$ cat config.mk
export PLATFORM = sky130hd
export DESIGN_NAME = pwm_master_time_base_ctrl
export DESIGN_NICKNAME = d
export VERILOG_FILES = /design/src/core/pwm_tb_pkg.sv /design/src/core/pwm_master_time_base_ctrl.sv
export VERILOG_INCLUDE_DIRS = /design/src /design/src/core
export SDC_FILE = /design/constraint.sdc
export NUM_CORES = 1
export LEC_CHECK = 0
export ABC_AREA = 0
export BUFFER_PORTS_ARGS = -buffer_cell sky130_fd_sc_hd__buf_2
export CAP_MARGIN = 30
export CELL_PAD_IN_SITES_DETAIL_PLACEMENT = 0
export CELL_PAD_IN_SITES_GLOBAL_PLACEMENT = 1
export CORE_MARGIN = 1
export CORE_UTILIZATION = 36
export DETAILED_ROUTE_END_ITERATION = 12
export HOLD_SLACK_MARGIN = 0.15
export PLACE_DENSITY = 0.77
export SLEW_MARGIN = 25
export SYNTH_ARGS = -nofsm -noshare
export SYNTH_HDL_FRONTEND = slang
export SYNTH_SLANG_ARGS = --single-unit
$ cat constraint.sdc
create_clock -name hclk -period 2.7 [get_ports hclk]
set_input_delay 0.27 -clock hclk [delete_from_list [all_inputs] [get_ports hclk]]
set_output_delay 0.27 -clock hclk [all_outputs]
set_load 0.05 [all_outputs]
$ cat src/core/pwm_tb_consts.svh
`ifndef PWM_TB_CONSTS_SVH
`define PWM_TB_CONSTS_SVH
// byte offsets on the register bus
`define OFF_TB_CTRL    8'h00
`define OFF_CLK_DIV    8'h04
`define OFF_PERIOD     8'h08
`define OFF_SEV_CMP    8'h0c
`define OFF_KEY        8'h10
`define OFF_OVERRIDE   8'h14
`define OFF_FLT_LIMIT  8'h18
`define OFF_STATUS     8'h1c
`define OFF_COUNT      8'h20
// time-base control field positions
`define B_ENABLE       15
`define B_IDLE_STOP    13
`define B_SEV_FLAG     12
`define B_SEV_IEN      11
`define B_IMM_PER      10
`define B_SYNC_POL     9
`define B_SYNC_OEN     8
`define B_SYNC_IEN     7
// fault/limit control: fault_mode_sel in bits 1:0, fault enable bit 2, latch clear bit 3
`define B_FLT_EN       2
`define B_FLT_CLR      3
// reset values, unlock keys and sync source codes
`define RST_TB_CTRL    16'h0000
`define RST_PERIOD     16'hfff8
`define RST_FLT_LIMIT  16'h0004
`define KEY_FIRST      16'habcd
`define KEY_SECOND     16'h4321
`define SRC_PIN        3'h0
`define SRC_TRIG_A     3'h2
`define SRC_TRIG_B     3'h3
`endif

$ cat src/core/pwm_tb_pkg.sv
package pwm_tb_pkg;
   typedef enum logic [1:0] {
      KEY_IDLE  = 2'b00,
      KEY_ONE   = 2'b01,
      KEY_OPEN  = 2'b11
   } key_state_e;
endpackage : pwm_tb_pkg

$ cat src/core/pwm_master_time_base_ctrl.sv
// The AHB-Lite register port and the placing of the registers were chosen for this implementation.
`timescale 1ns/1ps
`default_nettype none
`include "pwm_tb_consts.svh"
// Summary of operation
// - sync input realigns the time base; sync output pulses at each period end
// - an active fault forces all PWM outputs to the safe state
// - reset leaves the safety fault enabled and latched
// - fault mode field writes accepted whatever the fault pin level
// - protect config 1 guards override and fault registers, 0 leaves them open
// - the protected write must be the next register access after the keys
// - one unlock permits exactly one protected write
// - enable bit 15 runs the module, 0 disables it
// - idle-stop bit 13 halts the time base in cpu idle
// - bit 12 flags pending special event, bit 11 enables that interrupt
// - bit 10 loads period at once, else at cycle boundaries
// - bit 9 makes both sync pins active low
// - bit 8 enables sync output, bit 7 enables sync input
// - source field 000 pin, 010 and 011 trigger outputs, rest reserved
// - special trigger on every (postscale+1)th compare match
// - prescaler divides by 2 to the code, 111 reserved
// - special trigger when count equals the 16-bit compare value
// - the time base counts up to the 16-bit period value
module pwm_master_time_base_ctrl
   import pwm_tb_pkg::*;
(
   // bus clock and reset
   input  wire logic        hclk,
   input  wire logic        hresetn,
   // ahb-lite slave
   input  wire logic        hsel,
   input  wire logic [7:0]  haddr,
   input  wire logic [1:0]  htrans,
   input  wire logic        hwrite,
   input  wire logic [2:0]  hsize,
   input  wire logic [31:0] hwdata,
   input  wire logic        hready,
   output logic [31:0]      hrdata,
   output logic             hreadyout,
   output logic             hresp,
   // device configuration and cpu state
   input  wire logic        write_protect_cfg,
   input  wire logic        cpu_idle,
   // sync pins and trigger sources
   input  wire logic        ext_sync_in,
   input  wire logic        trig_gen_out_a,
   input  wire logic        trig_gen_out_b,
   output logic             ext_sync_out,
   output logic             ext_sync_out_oe_n,
   // fault pin and outputs
   input  wire logic        safety_fault_pin,
   output logic             pwm_run,
   output logic             pwm_safe,
   output logic             special_event_trig,
   output logic             special_event_irq
);
   typedef struct packed {
      logic [15:0] ctrl;
      logic [2:0]  div;
      logic [15:0] period;
      logic [15:0] per_act;
      logic [15:0] sevcmp;
      logic [15:0] ovr;
      logic [15:0] flt;
      logic        flt_latch;
      key_state_e  key;
      logic [15:0] cnt;
      logic [5:0]  pre;
      logic [3:0]  post;
      logic [2:0]  s_sync;
      logic [2:0]  s_flt;
      logic        sync_prev;
      logic        sync_o;
      logic        trig;
      logic        ph_act;
      logic        ph_wr;
      logic [7:0]  ph_addr;
      logic [31:0] rdata;
   } state_s;

   state_s s_q, s_d;
   logic sync_lvl, fault_act, tick, wrap, cmp_hit, unlocked, acc;
   logic [5:0] div_mask;

   assign sync_lvl  = s_q.s_sync[2] ^ s_q.ctrl[`B_SYNC_POL];
   assign fault_act = ~s_q.s_flt[2];
   // pin synchronisers: only the last flop of each chain feeds logic
   assign div_mask  = (s_q.div == 3'h7) ? 6'h00 : 6'((7'h01 << s_q.div) - 7'h01);
   assign tick      = s_q.ctrl[`B_ENABLE] && (s_q.pre & div_mask) == 6'h00
                      && !(s_q.ctrl[`B_IDLE_STOP] && cpu_idle);
   assign wrap      = s_q.cnt >= s_q.per_act;
   assign cmp_hit   = tick && s_q.cnt == s_q.sevcmp;
   assign unlocked  = !write_protect_cfg || s_q.key == KEY_OPEN;
   assign acc       = hsel && hready && htrans[1];

   always_comb begin
      logic ext_sync, sync_edge;
      logic [15:0] wd;
      s_d = s_q;
      ext_sync = 1'b0;
      sync_edge = 1'b0;
      wd = hwdata[15:0];
      s_d.s_sync = {s_q.s_sync[1:0], ext_sync_in};
      s_d.s_flt  = {s_q.s_flt[1:0], safety_fault_pin};
      unique case (s_q.ctrl[6:4])
         `SRC_PIN:    ext_sync = sync_lvl;
         `SRC_TRIG_A: ext_sync = trig_gen_out_a;
         `SRC_TRIG_B: ext_sync = trig_gen_out_b;
         default:     ext_sync = 1'b0;
      endcase
      s_d.sync_prev = ext_sync;
      sync_edge = ext_sync && !s_q.sync_prev && s_q.ctrl[`B_SYNC_IEN];
      s_d.trig = 1'b0;
      s_d.sync_o = 1'b0;
      if (s_q.ctrl[`B_ENABLE])
         s_d.pre = s_q.pre + 6'h01;
      else
         s_d.pre = 6'h00;
      if (s_q.ctrl[`B_IMM_PER])
         s_d.per_act = s_q.period;
      // nothing runs while off, so a stale active period never survives enabling
      if (!s_q.ctrl[`B_ENABLE])
         s_d.per_act = s_q.period;
      if (!s_q.ctrl[`B_ENABLE]) begin
         s_d.cnt = 16'h0000;
      end else if (sync_edge) begin
         s_d.cnt = 16'h0000;
      end else if (tick) begin
         if (wrap) begin
            s_d.cnt = 16'h0000;
            s_d.per_act = s_q.period;
            s_d.sync_o = 1'b1;
         end else
            s_d.cnt = s_q.cnt + 16'h0001;
      end
      if (cmp_hit) begin
         if (s_q.post == s_q.ctrl[3:0]) begin
            s_d.post = 4'h0;
            s_d.trig = 1'b1;
         end else
            s_d.post = s_q.post + 4'h1;
      end
      if (!s_q.ctrl[`B_ENABLE])
         s_d.post = 4'h0;
      // latched fault: set wins over the software clear
      if (s_q.flt[`B_FLT_EN] && fault_act)
         s_d.flt_latch = 1'b1;
      // data phase of a write
      if (s_q.ph_act && s_q.ph_wr) begin
         unique case (s_q.ph_addr)
            `OFF_TB_CTRL: begin
               s_d.ctrl = {wd[15], 1'b0, wd[13], s_q.ctrl[`B_SEV_FLAG], wd[11:0]};
            end
            `OFF_CLK_DIV:  s_d.div = wd[2:0];
            `OFF_PERIOD:   s_d.period = wd;
            `OFF_SEV_CMP:  s_d.sevcmp = wd;
            `OFF_OVERRIDE: if (unlocked) s_d.ovr = wd;
            `OFF_FLT_LIMIT: if (unlocked) begin
               s_d.flt = {wd[15:4], 1'b0, wd[2:0]};
               if (wd[`B_FLT_CLR] && !fault_act)
                  s_d.flt_latch = 1'b0;
            end
            default: ;
         endcase
      end
      // key state moves only in data phases; any other access breaks it
      if (s_q.ph_act && s_q.ph_wr && s_q.ph_addr == `OFF_KEY) begin
         if (s_q.key == KEY_IDLE && wd == `KEY_FIRST)
            s_d.key = KEY_ONE;
         else if (s_q.key == KEY_ONE && wd == `KEY_SECOND)
            s_d.key = KEY_OPEN;
         else
            s_d.key = KEY_IDLE;
      end else if (s_q.ph_act) begin
         s_d.key = KEY_IDLE;
      end
      // special event flag: hardware set, cleared when interrupt disabled
      if (s_q.trig && s_d.ctrl[`B_SEV_IEN])
         s_d.ctrl[`B_SEV_FLAG] = 1'b1;
      else if (!s_d.ctrl[`B_SEV_IEN])
         s_d.ctrl[`B_SEV_FLAG] = 1'b0;
      // address phase capture and read data
      s_d.ph_act  = acc;
      s_d.ph_wr   = hwrite;
      s_d.ph_addr = haddr;
      if (acc && !hwrite) begin
         unique case (haddr)
            `OFF_TB_CTRL:   s_d.rdata = {16'h0000, s_q.ctrl};
            `OFF_CLK_DIV:   s_d.rdata = {29'h0, s_q.div};
            `OFF_PERIOD:    s_d.rdata = {16'h0000, s_q.period};
            `OFF_SEV_CMP:   s_d.rdata = {16'h0000, s_q.sevcmp};
            `OFF_OVERRIDE:  s_d.rdata = {16'h0000, s_q.ovr};
            `OFF_FLT_LIMIT: s_d.rdata = {16'h0000, s_q.flt};
            `OFF_STATUS:    s_d.rdata = {28'h0, s_q.key == KEY_OPEN, fault_act,
                                         s_q.flt_latch, pwm_safe};
            `OFF_COUNT:     s_d.rdata = {16'h0000, s_q.cnt};
            default:        s_d.rdata = 32'h0000_0000;
         endcase
      end
   end

   always_ff @(posedge hclk or negedge hresetn) begin
      if (!hresetn) begin
         s_q <= '0;
         s_q.ctrl <= `RST_TB_CTRL;
         s_q.period <= `RST_PERIOD;
         s_q.per_act <= `RST_PERIOD;
         s_q.flt <= `RST_FLT_LIMIT;
         s_q.flt_latch <= 1'b1;
         s_q.key <= KEY_IDLE;
         s_q.s_flt <= 3'h0;
      end else begin
         s_q <= s_d;
      end
   end

   assign hrdata    = s_q.rdata;
   assign hreadyout = 1'b1;
   assign hresp     = 1'b0;
   assign ext_sync_out = s_q.sync_o ^ s_q.ctrl[`B_SYNC_POL];
   assign ext_sync_out_oe_n = ~s_q.ctrl[`B_SYNC_OEN];
   assign pwm_safe  = s_q.flt_latch;
   assign pwm_run   = s_q.ctrl[`B_ENABLE] && !s_q.flt_latch;
   assign special_event_trig = s_q.trig;
   assign special_event_irq  = s_q.ctrl[`B_SEV_FLAG];

   property p_fault_latch;
      @(posedge hclk) disable iff (!hresetn)
      (s_q.flt[`B_FLT_EN] && fault_act) |=> pwm_safe && !pwm_run;
   endproperty
   a_fault_latch: assert property (p_fault_latch) else $error("fault not latched");
   property p_disabled_zero;
      @(posedge hclk) disable iff (!hresetn)
      !s_q.ctrl[`B_ENABLE] |=> s_q.cnt == 16'h0000;
   endproperty
   a_disabled_zero: assert property (p_disabled_zero) else $error("count ran while off");
   property p_idle_hold;
      @(posedge hclk) disable iff (!hresetn)
      (s_q.ctrl[`B_ENABLE] && s_q.ctrl[`B_IDLE_STOP] && cpu_idle && !s_q.ph_act)
         |=> $stable(s_q.cnt) || s_q.cnt == 16'h0000;
   endproperty
   a_idle_hold: assert property (p_idle_hold) else $error("count moved in idle");
   property p_flag_needs_ien;
      @(posedge hclk) disable iff (!hresetn)
      s_q.ctrl[`B_SEV_FLAG] |-> s_q.ctrl[`B_SEV_IEN];
   endproperty
   a_flag_needs_ien: assert property (p_flag_needs_ien) else $error("flag without enable");
   property p_cmp;
      @(posedge hclk) disable iff (!hresetn)
      s_q.trig |-> $past(s_q.cnt) == s_q.sevcmp;
   endproperty
   a_cmp: assert property (p_cmp) else $error("trigger off compare");
   property p_count_max;
      @(posedge hclk) disable iff (!hresetn)
      (tick && wrap) |=> s_q.cnt == 16'h0000;
   endproperty
   a_count_max: assert property (p_count_max) else $error("count past period");
   property p_oe;
      @(posedge hclk) disable iff (!hresetn)
      ext_sync_out_oe_n == !s_q.ctrl[`B_SYNC_OEN];
   endproperty
   a_oe: assert property (p_oe) else $error("sync out drive wrong");
   property p_locked;
      @(posedge hclk) disable iff (!hresetn)
      (s_q.ph_act && s_q.ph_wr && s_q.ph_addr == `OFF_OVERRIDE && !unlocked) |=> $stable(s_q.ovr);
   endproperty
   a_locked: assert property (p_locked) else $error("locked write took");
   property p_one_shot;
      @(posedge hclk) disable iff (!hresetn)
      (s_q.ph_act && s_q.key == KEY_OPEN) |=> s_q.key != KEY_OPEN;
   endproperty
   a_one_shot: assert property (p_one_shot) else $error("unlock reused");
   c_trig: cover property (@(posedge hclk) s_q.trig);
   c_unlock: cover property (@(posedge hclk) s_q.key == KEY_OPEN);
   c_sync: cover property (@(posedge hclk) s_q.sync_o);
   c_fault: cover property (@(posedge hclk) fault_act && s_q.flt_latch);
   c_idle: cover property (@(posedge hclk) s_q.ctrl[`B_IDLE_STOP] && cpu_idle);
   property p_sync_at_wrap;
      @(posedge hclk) disable iff (!hresetn)
      s_q.sync_o |-> $past(tick) && $past(wrap);
   endproperty
   a_sync_at_wrap: assert property (p_sync_at_wrap) else $error("sync off wrap");
   property p_every_match;
      @(posedge hclk) disable iff (!hresetn)
      (cmp_hit && s_q.ctrl[3:0] == 4'h0) |=> s_q.trig;
   endproperty
   a_every_match: assert property (p_every_match) else $error("missed trigger");
   property p_latch_holds;
      @(posedge hclk) disable iff (!hresetn)
      (s_q.flt_latch && !(s_q.ph_act && s_q.ph_wr && s_q.ph_addr == `OFF_FLT_LIMIT))
         |=> s_q.flt_latch;
   endproperty
   a_latch_holds: assert property (p_latch_holds) else $error("latch dropped");
   property p_half_rate;
      @(posedge hclk) disable iff (!hresetn)
      (tick && s_q.div == 3'h1) |=> !tick;
   endproperty
   a_half_rate: assert property (p_half_rate) else $error("bad divide");
endmodule : pwm_master_time_base_ctrl
`default_nettype wire

; ---- After elaboration in Yosys (flattened, before gate mapping)
; Cells that the tools add are included.
; Widths: inputs -> output; s select.
[totals]
word_cells = 132
mem_bits_ro = 0
ramBits = 0
latch_bits = 0
ff_bits = 177
mem_count = 0
[op_classes]
n_lt_le_gt_ge = 1
n_reduce_logical = 35
eq_ne = 25
addsub = 4
n_div = 0
mul = 0
n_shift = 1
bitwise_logic = 5
muxes = 38
[ops]
columns = cell, n
row1 = $mux 16, 11
row2 = $pmux 16 s8, 1
row3 = $eq 8x5->1 const B, 6
row4 = $eq 8x4->1 const B, 4
row5 = $mux 32, 1
row6 = $logic_and 1x1->1, 17
row7 = $add 16x1->16 const B, 1
row8 = $eq 16x15->1 const B, 1
row9 = $eq 16x16->1, 1
row10 = $eq 16x16->1 const B, 1
row11 = $eq 8x3->1 const B, 2
row12 = $ge 16x16->1, 1
row13 = $logic_not 8->1, 2
row14 = $mux 1, 13
row15 = $mux 12, 1
row16 = $mux 4, 3
row17 = $mux 6, 2
row18 = $eq 8x6->1 const B, 1
row19 = $mux 2, 4
row20 = $reduce_and 2->1, 4
row21 = $add 6x1->6 const B, 1
row22 = $and 6x6->6, 1
row23 = $eq 3x2->1 const B, 2
row24 = $logic_not 6->1, 1
row25 = other kinds (19), 27

; ---- Longest topological paths before layout
; Gate-level depths: netlist of run 1.
[depth]
ltp_word = 10
mapped_depth = 11
ltp_nobuf = 8

; ---- Worst setup path after synthesis of run 1
; OpenSTA, ideal clock, no wires.
[synth_path]
path_kind = flip-flop to flip-flop
startpoint = register s_q[141] (netlist name)
endpoint = register s_q[133] (netlist name)
arrival_ps = 2446
path_slack_ps = 172
setup_time_ps = 82
stages_incl_launch_ff = 12
required_time_ps = 2618
cell_sequence = dfstp_2 inv_1 ha_1 a211oi_1 nor2_1 a211oi_1 and3_1 clkbuf_1 o311a_1 buf_6 buf_8 mux2_4
[synth_rtl]
columns = element, line
row1 = from (decl), pwm_master_time_base_ctrl.sv:81  ; state_s s_q, s_d;

==> run summary, run 1 <==
port bufs = 57
Synth async-reset ratio = 100%
antenna fix cells = 0
period utilisation layout = 93.8%
mean routed wirelength per cell = 18.9 um
global route overflow = 0
CORE AREA = 0.0221 mm2
final setup violating endpoints = 0
VDD IR-drop max = 0.365 mV
Leak = 4.24 nW
Setup TNS Final = 0 ps
Layout area overhead = 15.4%
Max Cap Viol = 0
CTS tree = built
Final HPWL DP = 14.9 mm
mapped cell area = 0.00822 mm2
top_reg_cell synth = dfrtp_1
first-pass GRT wire length = 33.4 mm
Critical Path End Type = flip-flop
drt pass-1 iters = 5
post-synthesis register bit count = 161
Die Height = 153 um
initial core utilization = 37.2%
IO Pins = 96
Worst slew margin = 37.1%
largest net degree at the start of global routing = 60
RePlAce Congestion = 0.830
WP data arrival = 2840 ps
Via Count = 5873
CP startpoint kind = flip-flop
Synth Area per Inst = 11.2 um2
fmax = 0.395 GHz
YS warnings = 0
Synth Instances = 732
Residual DRC = 0
largest cells by area after synthesis = dfrtp_1 41%, mux2_2 12%, dfstp_2 9.0%
slew at the pin closest to its max-slew limit = 942 ps
post-synth top area share = 40.5%
root buf cell = clkbuf_16
Tmin final = 2530 ps
worst min-delay path class = in2reg
power per standard cell area = 542 mW/mm2
Clock Sinks = 161
H-tree level count = 4
Clk pin slew, worst setup/hold paths = 60 ps
Max Slew Vio Count = 0
Commonest cells post-synth = 133 x dfrtp_1, 88 x mux2_2, 52 x nand2_1
CTS buffer count = 17
Final Total Pwr = 5.14 mW
most common cell in the netlist = dfrtp_1
cell accounting for the most synthesized area = dfrtp_1
layout cells sized above 1 = 31.3%
post-route ant nets = 0
clock skew = 8.26 ps
Clock Path Buffers = 2
initial drt markers = 468
chip width = 153 um
# rows = 54
DRT Wirelength = 20.7 mm
die footprint = 0.0234 mm2
Clock Latency Late Sink = 430 ps
EDFF count, synth = 0
Crit Path Category = reg2reg
Final nets = 882
CP max FO = 16
GRT Resource Usage Total = 18.6%
drt via density = 5.35
status = finished, final reports clean
initial antenna violation count = 1
RSZ-0062 raised after global routing = no
Synth cell types = 61
vias in the first global route = 6024
WP data required = 3010 ps
Seq/Total Area, Yosys = 49.5%
final hold vios = 0
-- cells in the final DEF (no fill, tap or decap), types with 11 or more instances in the layout --
cell	count
a21oi_1	14
a22o_1	12
a22oi_1	11
and3_1	12
buf_2	56
buf_4	39
clkbuf_16	17
conb_1	18
dfrtp_1	133
dfstp_2	28
dlygate4sd3_1	11
ha_1	19
inv_1	29
mux2_2	88
mux2i_1	14
nand2_1	52
nand3_1	19
nand4_1	13
nor2_1	27
nor2b_1	13
nor3_1	14
o21ai_0	36
xnor2_1	23
-- final timing paths --
kind	start	to	slack [ps]	cells past startpoint
min	hwdata[4]	s_q[100]	180	2
min reg2reg	s_d[49]	s_d[50]	350	0
max reg2reg	s_q[141]	s_q[130]	170	9
max	s_q[141]	s_q[130]	170	9
max in group asynchronous	hresetn	s_q[140]	1410	3
min in group asynchronous	hresetn	s_q[39]	370	2
-- layer usage --
metal	up-vias	GRT usage, %	routed length (um)
met2	148	28.9	9520
li1	2730	-	-
met3	31	4.34	1000
met5	-	0	0
met1	2964	25.6	9800
met4	0	5.82	426
-- cells by family (layout without fill, tap and decap cells) --
family,after synthesis,count (layout),synth area share (%)
adder cells (fa/ha/maj),19,19,2.89
multiplexers,115,115,16.3
AO/OA/AOI/OAI,125,125,10.3
other,2,18,0.0914
flip-flops,161,161,49.5
XOR/XNOR,26,26,2.77
AND/OR/NAND/NOR,186,186,11.8
buffers and inverters,98,168,6.37
-- cell type report --
cell class / count / area, um2
fillers: 2112 / 12600
flip-flops and latches: 161 / 4060
multi-input cells: 489 / 3690
repair buffers: 109 / 734
clock buffers: 25 / 495
well taps: 280 / 350
inverters: 29 / 109
clock inverters: 5 / 30.0
-- power by group --
group	leakage (nW)	internal [mW]	switching [mW]
Combinational	1.96	0.143	0.277
Sequential	2.03	2.47	0.0451
Clock	0.255	1.26	0.944
-- timing repair --
item / in CTS / in global routing
setup endpoints to repair: 0 / 16
buffers inserted: 0 / 0
gates resized for setup: 0 / 2
hold buffers: 11 / 0
hold endpoints to repair: 56 / 0
-- through the flow --
| step | cells | worst slack, ps | util [%] | area, um2 | hold WS [ps] |
|---|---|---|---|---|---|
| 5_1_grt | 1098 | 55.2 | 42.9 | 9480 | 166 |
| 3_3_place_gp | 1057 | 117 | 40.0 | 8840 | 274 |
| 2_1_floorplan | 748 | 172 | - | 8280 | -25.6 |
| 4_1_cts | 1098 | 45.6 | 42.9 | 9470 | 160 |
| 6_report | 1098 | 169 | 42.9 | 9480 | 177 |
| 3_5_place_dp | 1057 | 99.7 | 40.0 | 8840 | 277 |
-- critical path, cell delays in order (launching register included) --
cell and delay [ps]:
dfstp_2 530, inv_1 50, ha_1 280, a211oi_1 250, nor2_1 80, a211oi_1 250, and3_1 210, o311a_1 220
buf_12 180, mux2_2 350
-- registers in the layout, summed over array words and instances (netlist names) --
| register | cells |
|---|---|
| pwm_safe | 1 |
| special_event_irq | 1 |
| special_event_trig | 1 |
| hrdata | 16 |
| s_d | 4 |
| s_q | 138 |
Power figures use the tool's default switching activity.
==> inputs of run 2 (changes only) <==
--- a/config.mk
+++ b/config.mk
@@ -12,10 +12,10 @@
 export CELL_PAD_IN_SITES_DETAIL_PLACEMENT = 0
 export CELL_PAD_IN_SITES_GLOBAL_PLACEMENT = 1
 export CORE_MARGIN = 1
-export CORE_UTILIZATION = 36
+export CORE_UTILIZATION = 35
 export DETAILED_ROUTE_END_ITERATION = 12
 export HOLD_SLACK_MARGIN = 0.15
-export PLACE_DENSITY = 0.77
+export PLACE_DENSITY = 0.75
 export SLEW_MARGIN = 25
 export SYNTH_ARGS = -nofsm -noshare
 export SYNTH_HDL_FRONTEND = slang
==> run 2 against run 1 <==
Net effect:
- clock-buffer cell count shrank 7
- register-to-register slack is essentially flat
- clock skew grew 5.2 ps
- largest cell class unchanged
- clock power grew 16%
- maximum frequency is essentially flat
- sequential power is essentially flat
==> run summary, run 2 (synthesis results as in run 1) <==
status = finished, final reports clean
Layout area overhead = 16.7%
Via Count = 5780 (-1.6%)
CP startpoint kind = flip-flop
port bufs = 57 (unchanged)
drt pass-1 iters = 7 (+2)
final hold vios = 0 (unchanged)
RePlAce Congestion = 0.823 (-0.86%)
CP most frequent cell = a211oi_1
Top reg by flops = s_q
die footprint = 0.0241 mm2 (+2.8%)
largest net degree at the start of global routing = 60 (unchanged)
Worst slew margin = 43.1% (+6.0 points)
commonest non-fill, non-tap cell in the layout = dfrtp_1
max incr delay on CP = 540 ps (about the same)
Die Height = 155 um (+1.4%)
antenna fix cells = 0 (unchanged)
chip width = 155 um (+1.4%)
VDD IR-drop max = 0.316 mV (-14%)
r2r setup slk = 170 ps (about the same)
CP endpoint = s_q[130]
terminus of the critical flop-to-flop path = s_q[130]
Tmin final = 2530 ps (+1.22 ps)
initial drt markers = 352 (-25%)
CP Launch Point = s_q[141]
Critical Path End Type = flip-flop
CP max FO = 16 (unchanged)
Clock Path Buffers = 2 (unchanged)
CTS buffer count = 17 (unchanged)
WP data required = 3010 ps (about the same)
Clk pin slew, worst setup/hold paths = 70 ps (about the same)
worst r2r src = s_q[141]
Clock Sinks = 161 (unchanged)
Crit-path slowest cell = dfstp_2
critical path's top delay family = compound AO/OA/AOI/OAI gates
Leak = 4.27 nW (+0.71%)
initial antenna violation count = 1 (unchanged)
power per standard cell area = 572 mW/mm2 (+5.6%)
CP Buf/Inv Count = 2 (unchanged)
slew at the pin closest to its max-slew limit = 852 ps (-89.9 ps)
# rows = 55 (+1.9%)
Levels on crit path = 9 (unchanged)
drt via density = 5.11 (-4.5%)
CORE AREA = 0.0228 mm2 (+3.4%)
Hold Slack = 177 ps (+0.599 ps)
IO Pins = 96 (unchanged)
Max Cap Viol = 0 (unchanged)
period utilisation layout = 93.8% (about the same)
most frequent cells in the layout = 133 x dfrtp_1, 88 x mux2_2, 56 x buf_2
number of flip-flops in the largest register = 138 (unchanged)
vias in the first global route = 5859 (-2.7%)
Clock Latency Late Sink = 430 ps (about the same)
WP data arrival = 2850 ps (about the same)
Reg2Reg Depth = 9 (unchanged)
Max Slew Vio Count = 0 (unchanged)
Final nets = 880 (-0.23%)
Setup TNS Final = 0 ps (unchanged)
DRT Wirelength = 20.7 mm (about the same)
RSZ-0062 raised after global routing = no
Crit Path Category = reg2reg
final setup violating endpoints = 0 (unchanged)
GRT Resource Usage Total = 18.2% (-0.43 points)
worst min-delay path class = in2reg
mean routed wirelength per cell = 18.3 um (-3.0%)
initial core utilization = 36.0% (-1.2 points)
crit path cell chain = inv_1 > ha_1 > a211oi_1 > nor2_1 > a211oi_1 > and3_1 > o311a_1 > buf_6 > mux2_2
H-tree level count = 4 (unchanged)
root buf cell = clkbuf_16
fmax = 0.395 GHz (about the same)
setup bufs post-CTS = 0 (unchanged)
Final HPWL DP = 14.8 mm (-1.1%)
CTS tree = built
Residual DRC = 0 (unchanged)
first-pass GRT wire length = 33.2 mm (-0.72%)
global route overflow = 0 (unchanged)
clock skew = 13.4 ps (+5.17 ps)
post-route ant nets = 0 (unchanged)
layout cells sized above 1 = 31.8% (+0.49 points)
## run 2: cell count changes in the layout (fill, tap and decap cells not counted)
| cell | change |
|---|---|
| buf_12 | -1 |
| buf_4 | -2 |
| buf_6 | +1 |
| bufinv_16 | +3 |
| clkbuf_1 | -4 |
| clkbuf_8 | -3 |
| clkinv_2 | -1 |
| clkinv_4 | +1 |
| inv_6 | +6 |
## run 2: metal layers
metal	GRT usage, %	part of all wire (%)	routed length [um]	vias to the layer above
met4	4.58	0.81	168	0
met2	28.5	47	9700	117
met1	25.8	48	9970	2910
met3	3.40	4.3	896	13
li1	-	-	-	2740
met5	0	0	0	-
## run 2: worst min path at each step
stage                     end  cells after the start  slack [ps]     start
floorplan           hrdata[0]                      0         -30   hresetn
global placement      s_q[77]                      1         300   hresetn
detailed placement    s_q[35]                      1         300   hresetn
CTS                   s_q[34]                      1         160  haddr[2]
global route          s_q[34]                      1         170  haddr[2]
finish                s_q[34]                      1         180  haddr[2]
## run 2: timing repair
item	4_1_cts	5_1_grt
hold buffers	11	0
gates resized for setup	0	3
endpoints found under the setup margin	0	16
endpoints found under the hold margin	45	0
## run 2: worst register-to-register path, cell delays in order, from the launching register on
cell	delay, ps
dfstp_2	540
inv_1	40
ha_1	280
a211oi_1	240
nor2_1	80
a211oi_1	240
and3_1	220
o311a_1	200
buf_6	230
mux2_2	370
## run 2: per-stage QoR
step	instances	area (um2)	power [mW]	utilization (%)	setup slack [ps]
2_1_floorplan	748	8280	2.80	-	172
6_report	1131	9590	5.49	42.0	167
5_1_grt	1131	9590	5.67	42.0	33.8
3_3_place_gp	1088	8850	2.96	38.7	69.8
4_1_cts	1131	9580	5.53	41.9	34.5
3_5_place_dp	1088	8850	2.96	38.7	113
## run 2: report_power, final
part / switching, mW / internal [mW]
clock: 1.06 / 1.50
sequential: 0.0448 / 2.47
combinational: 0.278 / 0.140
## run 2: cell type report
cell class | count | area, um2
multi-input combinational | 489 | 3690
sequential | 161 | 4060
timing repair buffer | 107 | 711
fill | 2217 | 13300
clock inverter | 14 | 176
inverter | 29 | 109
clock buffer | 18 | 439
tap | 313 | 392
